==> src/shared/gpr_pkg.sv <==
// Package for the GPIO port register core: offsets, field layouts, types.
// Assumes a 32-pin port and a plain byte-addressed register port.
package gpr_pkg;
    localparam int unsigned NUM_PINS = 32;
    localparam int unsigned ADDR_W = 12;

    // ****************************************************************
    // Register byte offsets
    // ****************************************************************
    localparam logic [11:0] OFS_DRIVE_LEVEL = 12'h504;
    localparam logic [11:0] OFS_DRIVE_SET = 12'h508;
    localparam logic [11:0] OFS_DRIVE_CLR = 12'h50c;
    localparam logic [11:0] OFS_PAD_LEVEL = 12'h510;
    localparam logic [11:0] OFS_ORIENT = 12'h514;
    localparam logic [11:0] OFS_ORIENT_SET = 12'h518;
    localparam logic [11:0] OFS_ORIENT_CLR = 12'h51c;
    localparam logic [11:0] OFS_SENSE_HIT = 12'h520;
    localparam logic [11:0] OFS_WAKE_SELECT = 12'h524;
    localparam logic [11:0] OFS_INPUT_DISC = 12'h600;
    localparam logic [11:0] OFS_SENSE_EN = 12'h604;
    localparam logic [11:0] OFS_SENSE_POL = 12'h608;
    localparam logic [11:0] OFS_IRQ_STATUS = 12'h610;
    localparam logic [11:0] OFS_IRQ_MASK = 12'h614;

    // ****************************************************************
    // Reset values and fields
    // ****************************************************************
    localparam logic [31:0] RST_WORD = 32'h0000_0000;
    localparam int unsigned WAKE_SEL_BIT = 0;
    localparam int unsigned IRQ_HIT_BIT = 0;
    localparam int unsigned IRQ_WAKE_BIT = 1;
    localparam int unsigned IRQ_W = 2;
    localparam logic [1:0] RST_IRQ = 2'h0;

    typedef enum logic [0:0]
    {
        GPR_WAKE_DIRECT = 1'h0,
        GPR_WAKE_LATCHED = 1'h1
    } gpr_wake_sel_e;

    typedef struct packed
    {
        logic [11:0] addr;
        logic [31:0] wdata;
        logic wr;
        logic rd;
    } gpr_bus_req_s;

    typedef struct packed
    {
        logic [31:0] enable;
        logic [31:0] level;
    } gpr_pad_drive_s;
endpackage

==> src/gpr_sync.sv <==
// Two-flop synchroniser for a vector of pad inputs.
// Assumes the inputs are asynchronous to sys_clk_i.
`timescale 1ns/10ps
module gpr_sync
(
    input wire logic sys_clk_i,
    input wire logic srst_i,
    input wire logic [31:0] async_i,
    output logic [31:0] sync_o
);
    logic [31:0] meta_r;
    logic [31:0] sync_r;

    // First stage is read only by the second stage
    always_ff @(posedge sys_clk_i)
    begin
        if (srst_i)
        begin
            meta_r <= gpr_pkg::RST_WORD;
            sync_r <= gpr_pkg::RST_WORD;
        end
        else
        begin
            meta_r <= async_i;
            sync_r <= meta_r;
        end
    end

    assign sync_o = sync_r;
endmodule

==> src/gpr_top.sv <==
// GPIO port register core: drive, direction, pad read, sense flags, wake.
// Assumes pad inputs are asynchronous; register port is on sys_clk_i.
//
// Summary of operation
// Drive register holds one bit per pin: 0 drives low, 1 drives high.
// Writing ones to the drive set alias sets those drive bits.
// Reading either drive alias returns the drive register.
// Drive clear alias clears selected drive bits, others untouched.
// Pad level register is read-only and shows each pin's input level.
// Orientation register: 0 makes pin input, 1 makes it output.
// Writing ones to orientation set alias makes those pins outputs.
// Writing ones to orientation clear alias makes those pins inputs.
// Reading either orientation alias returns the orientation register.
// Sense flag bit shows whether the pin met its sense condition.
// Writing one to a sense flag bit clears it.
// Sticky wake is high while any sense flag is set.
// Flags left set after a clear write give a fresh wake rising edge.
// Port wake follows raw sense by default, sticky wake when selected.
// Disconnected input buffer hides pin from pad read and sensing.
// Drive clear alias: ones clear bits, zeros leave them alone.
// Sense flags stay set after the condition goes until cleared.
`timescale 1ns/10ps
module gpr_top
(
    input wire logic sys_clk_i,
    input wire logic srst_i,
    input wire logic [11:0] reg_addr_i,
    input wire logic [31:0] reg_wdata_i,
    input wire logic reg_wr_i,
    input wire logic reg_rd_i,
    output logic [31:0] reg_rdata_o,
    input wire logic [31:0] pad_in_i,
    output logic [31:0] pad_out_o,
    output logic [31:0] pad_oe_o,
    output logic port_wake_o,
    output logic irq_o
);
    // ****************************************************************
    // Request bundle and address decode
    // ****************************************************************
    gpr_pkg::gpr_bus_req_s req;
    assign req = '{addr: reg_addr_i, wdata: reg_wdata_i, wr: reg_wr_i, rd: reg_rd_i};

    function automatic logic hit(input logic [11:0] a, input logic [11:0] ofs);
        hit = (a == ofs);
    endfunction

    // ****************************************************************
    // Update helpers
    // ****************************************************************
    // Full write wins over the aliases; only one address can hit anyway
    function automatic logic [31:0] word_update
    (
        input logic [31:0] cur,
        input logic [31:0] wdata,
        input logic wr_full,
        input logic wr_set,
        input logic wr_clr
    );
        logic [31:0] res;
        res = cur;
        if (wr_full)
            res = wdata;
        else if (wr_set)
            res = cur | wdata;
        else if (wr_clr)
            res = cur & ~wdata;
        return res;
    endfunction

    // Set beats clear, so an event in the clearing cycle is never lost
    function automatic logic [31:0] flag_update
    (
        input logic [31:0] cur,
        input logic [31:0] clr,
        input logic [31:0] ev
    );
        return (cur & ~clr) | ev;
    endfunction

    wire wr_drive = req.wr && hit(req.addr, gpr_pkg::OFS_DRIVE_LEVEL);
    wire wr_drive_set = req.wr && hit(req.addr, gpr_pkg::OFS_DRIVE_SET);
    wire wr_drive_clr = req.wr && hit(req.addr, gpr_pkg::OFS_DRIVE_CLR);
    wire wr_orient = req.wr && hit(req.addr, gpr_pkg::OFS_ORIENT);
    wire wr_orient_set = req.wr && hit(req.addr, gpr_pkg::OFS_ORIENT_SET);
    wire wr_orient_clr = req.wr && hit(req.addr, gpr_pkg::OFS_ORIENT_CLR);
    wire wr_hit = req.wr && hit(req.addr, gpr_pkg::OFS_SENSE_HIT);
    wire wr_wsel = req.wr && hit(req.addr, gpr_pkg::OFS_WAKE_SELECT);
    wire wr_disc = req.wr && hit(req.addr, gpr_pkg::OFS_INPUT_DISC);
    wire wr_sen = req.wr && hit(req.addr, gpr_pkg::OFS_SENSE_EN);
    wire wr_spol = req.wr && hit(req.addr, gpr_pkg::OFS_SENSE_POL);
    wire wr_ists = req.wr && hit(req.addr, gpr_pkg::OFS_IRQ_STATUS);
    wire wr_imsk = req.wr && hit(req.addr, gpr_pkg::OFS_IRQ_MASK);

    // ****************************************************************
    // Registers
    // ****************************************************************
    logic [31:0] drive_level_r;
    logic [31:0] drive_level_nxt;
    logic [31:0] orient_r;
    logic [31:0] orient_nxt;
    logic [31:0] sense_hit_r;
    logic [31:0] sense_hit_nxt;
    logic [31:0] input_disc_r;
    logic [31:0] input_disc_nxt;
    logic [31:0] sense_en_r;
    logic [31:0] sense_en_nxt;
    logic [31:0] sense_pol_r;
    logic [31:0] sense_pol_nxt;
    gpr_pkg::gpr_wake_sel_e wake_sel_r;
    gpr_pkg::gpr_wake_sel_e wake_sel_nxt;
    logic [1:0] irq_sts_r;
    logic [1:0] irq_sts_nxt;
    logic [1:0] irq_msk_r;
    logic [1:0] irq_msk_nxt;
    logic sticky_wake_r;
    logic sticky_wake_nxt;
    logic [31:0] rdata_r;
    logic [31:0] rdata_nxt;

    // ****************************************************************
    // Pad input path
    // ****************************************************************
    logic [31:0] pad_sync;

    // Pads are asynchronous to the clock, so two flops come first
    gpr_sync u_sync
    (
        .sys_clk_i(sys_clk_i),
        .srst_i(srst_i),
        .async_i(pad_in_i),
        .sync_o(pad_sync)
    );

    // buffer gating
    // Disconnected buffer reads low and never senses
    wire [31:0] pad_level = pad_sync & ~input_disc_r;
    wire [31:0] pin_live = ~input_disc_r;

    // sense condition
    // Polarity bit 1 senses high, 0 senses low
    wire [31:0] sense_raw = sense_en_r & pin_live & ~(pad_level ^ sense_pol_r);

    // ****************************************************************
    // Next-state logic
    // ****************************************************************
    // direct drive write
    // set alias
    // clear alias
    // ones clear only
    assign drive_level_nxt = word_update(drive_level_r, req.wdata, wr_drive, wr_drive_set,
                                         wr_drive_clr);

    // direct orientation write
    // set alias
    // clear alias
    assign orient_nxt = word_update(orient_r, req.wdata, wr_orient, wr_orient_set,
                                    wr_orient_clr);

    // ****************************************************************
    // Configuration registers
    // ****************************************************************
    assign input_disc_nxt = wr_disc ? req.wdata : input_disc_r;
    assign sense_en_nxt = wr_sen ? req.wdata : sense_en_r;
    assign sense_pol_nxt = wr_spol ? req.wdata : sense_pol_r;
    assign wake_sel_nxt = wr_wsel ? gpr_pkg::gpr_wake_sel_e'(req.wdata[gpr_pkg::WAKE_SEL_BIT])
                                  : wake_sel_r;
    assign irq_msk_nxt = wr_imsk ? req.wdata[gpr_pkg::IRQ_W-1:0] : irq_msk_r;

    // ****************************************************************
    // Sense flags and wake
    // ****************************************************************
    // write one clears
    // sticky until cleared
    // New hits win over the clear in the same cycle
    wire [31:0] hit_clr = wr_hit ? req.wdata : gpr_pkg::RST_WORD;
    assign sense_hit_nxt = flag_update(sense_hit_r, hit_clr, sense_raw);

    // sticky wake level
    // fresh edge after clear
    // A clear write with flags remaining drops the line for one cycle
    wire hit_any_nxt = |sense_hit_nxt;
    assign sticky_wake_nxt = hit_any_nxt && !(wr_hit && sticky_wake_r);

    // ****************************************************************
    // Interrupt status
    // ****************************************************************
    // Events: any new sense hit, and rising edge of sticky wake
    wire ev_hit = |(sense_raw & ~sense_hit_r);
    wire ev_wake = sticky_wake_nxt && !sticky_wake_r;
    wire [1:0] irq_ev = {ev_wake, ev_hit};
    wire [1:0] irq_clr = wr_ists ? req.wdata[gpr_pkg::IRQ_W-1:0] : gpr_pkg::RST_IRQ;
    // Same flag rule as the sense flags, widened to one word
    wire [31:0] irq_sts_word = flag_update(32'(irq_sts_r), 32'(irq_clr), 32'(irq_ev));
    assign irq_sts_nxt = irq_sts_word[gpr_pkg::IRQ_W-1:0];

    // ****************************************************************
    // Read mux
    // ****************************************************************
    // drive aliases read back
    // pad level read only
    // orientation aliases read back
    // Zero outside read replies, so a stale word never looks like data
    always_comb
    begin
        rdata_nxt = gpr_pkg::RST_WORD;
        if (req.rd)
        begin
            unique case (req.addr)
                gpr_pkg::OFS_DRIVE_LEVEL,
                gpr_pkg::OFS_DRIVE_SET,
                gpr_pkg::OFS_DRIVE_CLR: rdata_nxt = drive_level_r;
                gpr_pkg::OFS_PAD_LEVEL: rdata_nxt = pad_level;
                gpr_pkg::OFS_ORIENT,
                gpr_pkg::OFS_ORIENT_SET,
                gpr_pkg::OFS_ORIENT_CLR: rdata_nxt = orient_r;
                gpr_pkg::OFS_SENSE_HIT: rdata_nxt = sense_hit_r;
                gpr_pkg::OFS_WAKE_SELECT: rdata_nxt = 32'(wake_sel_r);
                gpr_pkg::OFS_INPUT_DISC: rdata_nxt = input_disc_r;
                gpr_pkg::OFS_SENSE_EN: rdata_nxt = sense_en_r;
                gpr_pkg::OFS_SENSE_POL: rdata_nxt = sense_pol_r;
                gpr_pkg::OFS_IRQ_STATUS: rdata_nxt = 32'(irq_sts_r);
                gpr_pkg::OFS_IRQ_MASK: rdata_nxt = 32'(irq_msk_r);
                default: rdata_nxt = gpr_pkg::RST_WORD;
            endcase
        end
    end

    // ****************************************************************
    // State
    // ****************************************************************
    always_ff @(posedge sys_clk_i)
    begin
        if (srst_i)
        begin
            drive_level_r <= gpr_pkg::RST_WORD;
            orient_r <= gpr_pkg::RST_WORD;
            sense_hit_r <= gpr_pkg::RST_WORD;
            sticky_wake_r <= 1'b0;
            rdata_r <= gpr_pkg::RST_WORD;
            irq_sts_r <= gpr_pkg::RST_IRQ;
        end
        else
        begin
            drive_level_r <= drive_level_nxt;
            orient_r <= orient_nxt;
            sense_hit_r <= sense_hit_nxt;
            sticky_wake_r <= sticky_wake_nxt;
            rdata_r <= rdata_nxt;
            irq_sts_r <= irq_sts_nxt;
        end
    end

    always_ff @(posedge sys_clk_i)
    begin
        if (srst_i)
        begin
            input_disc_r <= gpr_pkg::RST_WORD;
            sense_en_r <= gpr_pkg::RST_WORD;
            sense_pol_r <= gpr_pkg::RST_WORD;
            wake_sel_r <= gpr_pkg::GPR_WAKE_DIRECT;
            irq_msk_r <= gpr_pkg::RST_IRQ;
        end
        else
        begin
            input_disc_r <= input_disc_nxt;
            sense_en_r <= sense_en_nxt;
            sense_pol_r <= sense_pol_nxt;
            wake_sel_r <= wake_sel_nxt;
            irq_msk_r <= irq_msk_nxt;
        end
    end

    // ****************************************************************
    // Outputs
    // ****************************************************************
    // Level is driven even for input pins, so software can preset it
    gpr_pkg::gpr_pad_drive_s pad_drv;
    assign pad_drv = '{enable: orient_r, level: drive_level_r};
    assign pad_out_o = pad_drv.level;
    assign pad_oe_o = pad_drv.enable;
    assign reg_rdata_o = rdata_r;

    // wake source select
    // Direct mode is combinational from synced pads; latched mode is one flop later
    assign port_wake_o = (wake_sel_r == gpr_pkg::GPR_WAKE_LATCHED) ? sticky_wake_r
                                                                   : (|sense_raw);
    assign irq_o = |(irq_sts_r & irq_msk_r);
endmodule

==> config.mk <==
export PLATFORM = sky130hd
export DESIGN_NAME = gpr_top
export DESIGN_NICKNAME = d
export VERILOG_FILES = /design/src/shared/gpr_pkg.sv /design/src/gpr_sync.sv /design/src/gpr_top.sv
export SDC_FILE = /design/constraint.sdc
export NUM_CORES = 1
export LEC_CHECK = 0
export ABC_AREA = 1
export BUFFER_PORTS_ARGS = -buffer_cell sky130_fd_sc_hd__buf_2
export CORE_MARGIN = 4
export CORE_UTILIZATION = 52
export DETAILED_ROUTE_END_ITERATION = 10
export GPL_TIMING_DRIVEN = 0
export PLACE_DENSITY = 0.76
export SLEW_MARGIN = 20
export SYNTH_ARGS = -nofsm -noshare
export SYNTH_HDL_FRONTEND = slang
export SYNTH_SLANG_ARGS = --single-unit
==> constraint.sdc <==
create_clock -name sys_clk_i -period 1.8 [get_ports sys_clk_i]
set_clock_uncertainty 0.1 [all_clocks]
set_input_delay 0.27 -clock sys_clk_i [delete_from_list [all_inputs] [get_ports sys_clk_i]]
set_output_delay 0.27 -clock sys_clk_i [all_outputs]
set_load 0.02 [all_outputs]
==> metrics.md <==
| Metric | Value |
|---|---|
| DRC violations left | 0 |
| Total Power | 0.0140 W |
| Total GRT Usage | 36.6% |
| Mux contribution to synthesized area | 0% |
| Number of global-route vias before repair | 13381 |
| Fin util | 68.9% |
| Post-Place Cells | 2216 |
| H-Tree Level Count | 1 |
| Initial antenna violation count | 2 |
| Synth Flop Type | dfxtp_1 |
| Overflow after GRT | 0 |
| Largest family of logic cells by synthesized area | compound AO/OA/AOI/OAI gates |
| Final worst slack | -766 ps |
| Flops & latches, synth | 294 |
| Nets@finish | 2095 |
| Ports | 178 |
| Most frequent cells in the layout | dfxtp_1, nand2_1, inv_1 |
| Routed vias/inst | 5.91 |
| Die height | 164 um |
| Drt wl/cell | 21.6 um |
| Outcome | finished with violations |
| Post-synth EDFFs | 0 |
| Max_slew headroom | 36.9% |
| Ys async rst share | 0% |
| Critical path's most frequent cell | nor3_2 |
| Worst-case vdd ir drop | 788 uV |
| First-pass iteration count of the detailed router | 8 |
| Cell Chain, Critical Path | xor2_1, nor3_2, nor4_2, nand2_1, nor3_2, a21oi_2, buf_4 |
| XOR/XNOR Fraction of Synth Area | 1.04% |
| Port bufs | 175 |
| Synthesized Nets | 1802 |
| CTS root buf | clkbuf_16 |
| Largest delay share family, worst path | simple AND/OR/NAND/NOR gates |
| Max FO, Critical Path | 3 |
| Critical path class | register to output port |
| CP Data Required Time | 1430 ps |
| Area growth from synthesis to layout | 29.1% |
| Unrepaired setup endpoints after global routing | yes |
| P_leak | 6.70 nW |
| Clock Latency Late Sink | 570 ps |
| Final hold vios | 0 |
| Detailed-route via count | 13934 |
| Synthesized instance count | 1722 |
| Fin Hold WS | 110 ps |
| Commonest non-fill, non-tap cell in the layout | dfxtp_1 |
| Initial core utilization | 53.4% |
| Synth Area in Adders | 0% |
| TritonCTS Buffers | 30 |
| Number of DRC markers in iteration 0 | 1640 |
| Data arrival time of the critical path | 2200 ps |
| DIE AREA | 27000 um2 |
| Max-cap violations | 0 |
| Worst Setup Start Kind | register |
| Failing checks | negative setup slack |
| Hold Crit Class | input pin to register |
| Fillers | 1995 |
| CTS tree | yes |
| Dpl hpwl | 34.5 mm |
| Pins Over Slew Limit | 0 |
| Synthesized area | 12700 um2 |
| Worst setup EP type | output port |
| Period utilization | 143% |
| Max frequency | 390 MHz |
| Power Density | 857 nW/um2 |
| First-pass GRT wire length | 75.5 mm |
| Std cell rows | 56 |
| Clk buf depth | 3 |
| Crit-path slowest cell | dfxtp_1 |
| Remaining antenna violation count | 0 |
| Ys Warns | 0 |
| Max incr delay on CP | 380 ps |
| Final setup violation count | 1 |
| Crit path buf inv count | 1 |
| CORE AREA | 23800 um2 |
| Sequential area share after synthesis | 46.4% |
| Post-Syn Area per Cell | 7.37 um2 |
| Die Span X | 164 um |
| Clock Sinks | 294 |
| Compound-gate portion of the synthesized area | 21.6% |
| Layout cells sized above 1 | 19.1% |
| Reg clk slew, reported paths | 60 ps |
| Distinct cells, synth | 38 |
| Gpl congestion | 0.994 |
| Final std cells w/o fill | 2358 |
| Routed wire length | 50.9 mm |
| Tmin final | 2570 ps |
| Worst-margin pin slew | 946 ps |
| Simple-gate share of the synthesized area | 20.5% |
| Largest net degree at the start of global routing | 15 |
| Cell area after layout | 16400 um2 |
| Placed cell area | 14000 um2 |
## where the power goes
| group | total [W] | internal, W | leakage [nW] | switching [W] |
|---|---|---|---|---|
| Sequential | 0.00661 | 0.00657 | 2.38 | 0.0000347 |
| Clock | 0.00668 | 0.00396 | 0.525 | 0.00272 |
| Combinational | 0.000745 | 0.000257 | 3.79 | 0.000488 |
| Total | 0.0140 | 0.0108 | 6.70 | 0.00324 |
## worst min-delay path: stages
cell and delay, ps:
buf_2 110, nor3_4 60, nand3_1 100, o311ai_0 130, nand2_1 80
## stage by stage
stage	setup TNS (ps)	setup slack, ps
after floorplan	-243	-12.1
after global placement	-191190	-1030
after detailed placement	-193110	-1060
after CTS	-718	-718
after global routing	-1010	-796
final	-766	-766
## what timing repair did
| action | 4_1_cts | 5_1_grt |
|---|---|---|
| pin swaps | 4 | 22 |
| setup endpoints to repair | 191 | 160 |
| endpoints found under the hold margin | 108 | 0 |
| buffers inserted | 7 | 14 |
| cloned | 0 | 2 |
| hold buffers | 63 | 0 |
| gates resized for setup | 62 | 123 |
## logic make-up after synthesis
kind of cell,after synthesis
buf+inv,339
flops,294
xor+xnor,15
compound gates,467
simple gates,607
## layer usage
metal	GRT usage (%)	up-vias	share of wire, %	routed length, um
met1	45.8	6485	39	19700
met5	0	-	0.018	9
met3	10.8	219	12	5930
met4	18.1	2	5.5	2810
li1	-	6355	-	-
met2	57.8	873	44	22500
## final cells by class
type                    count  area [um2]  area share, %
flip-flops and latches    294        5890           36.0
inverters                 233         882           5.39
multi-input cells        1089        5780           35.3
diodes                      1        2.50         0.0153
repair buffers            261        1750           10.7
well taps                 319         399           2.44
clock inverters            18         218           1.33
clock buffers              37         828           5.06
plain buffers             106         624           3.81
## synth_stat cells (4+ instances only)
library cell / number / area (um2)
a21oi_1: 200 / 1000
a22o_1: 28 / 245
buf_1: 12 / 45.0
buf_2: 15 / 75.1
buf_4: 7 / 52.6
clkbuf_1: 72 / 270
dfxtp_1: 294 / 5890
inv_1: 226 / 848
inv_2: 7 / 26.3
nand2_1: 241 / 905
nand3_1: 74 / 370
nand4_1: 39 / 244
nor2_1: 181 / 679
nor2_2: 4 / 25.0
nor3_1: 46 / 230
nor4_1: 14 / 87.6
o2111ai_1: 21 / 184
o211ai_1: 6 / 45.0
o21ai_0: 147 / 736
o221ai_1: 20 / 175
o22ai_1: 33 / 206
xnor2_1: 5 / 43.8
xor2_1: 10 / 87.6
## final timing paths
path,cells after the start,start,end,slack [ps]
setup reg to reg,11,sense_pol_r[22],irq_sts_r[0],20
hold / removal,5,reg_addr_i[8],irq_sts_r[1],110
hold reg to reg,2,u_sync.meta_r[22],u_sync.sync_o[22],300
setup / recovery,7,u_sync.sync_o[4],port_wake_o,-770
(Power assumes the default switching activity.)
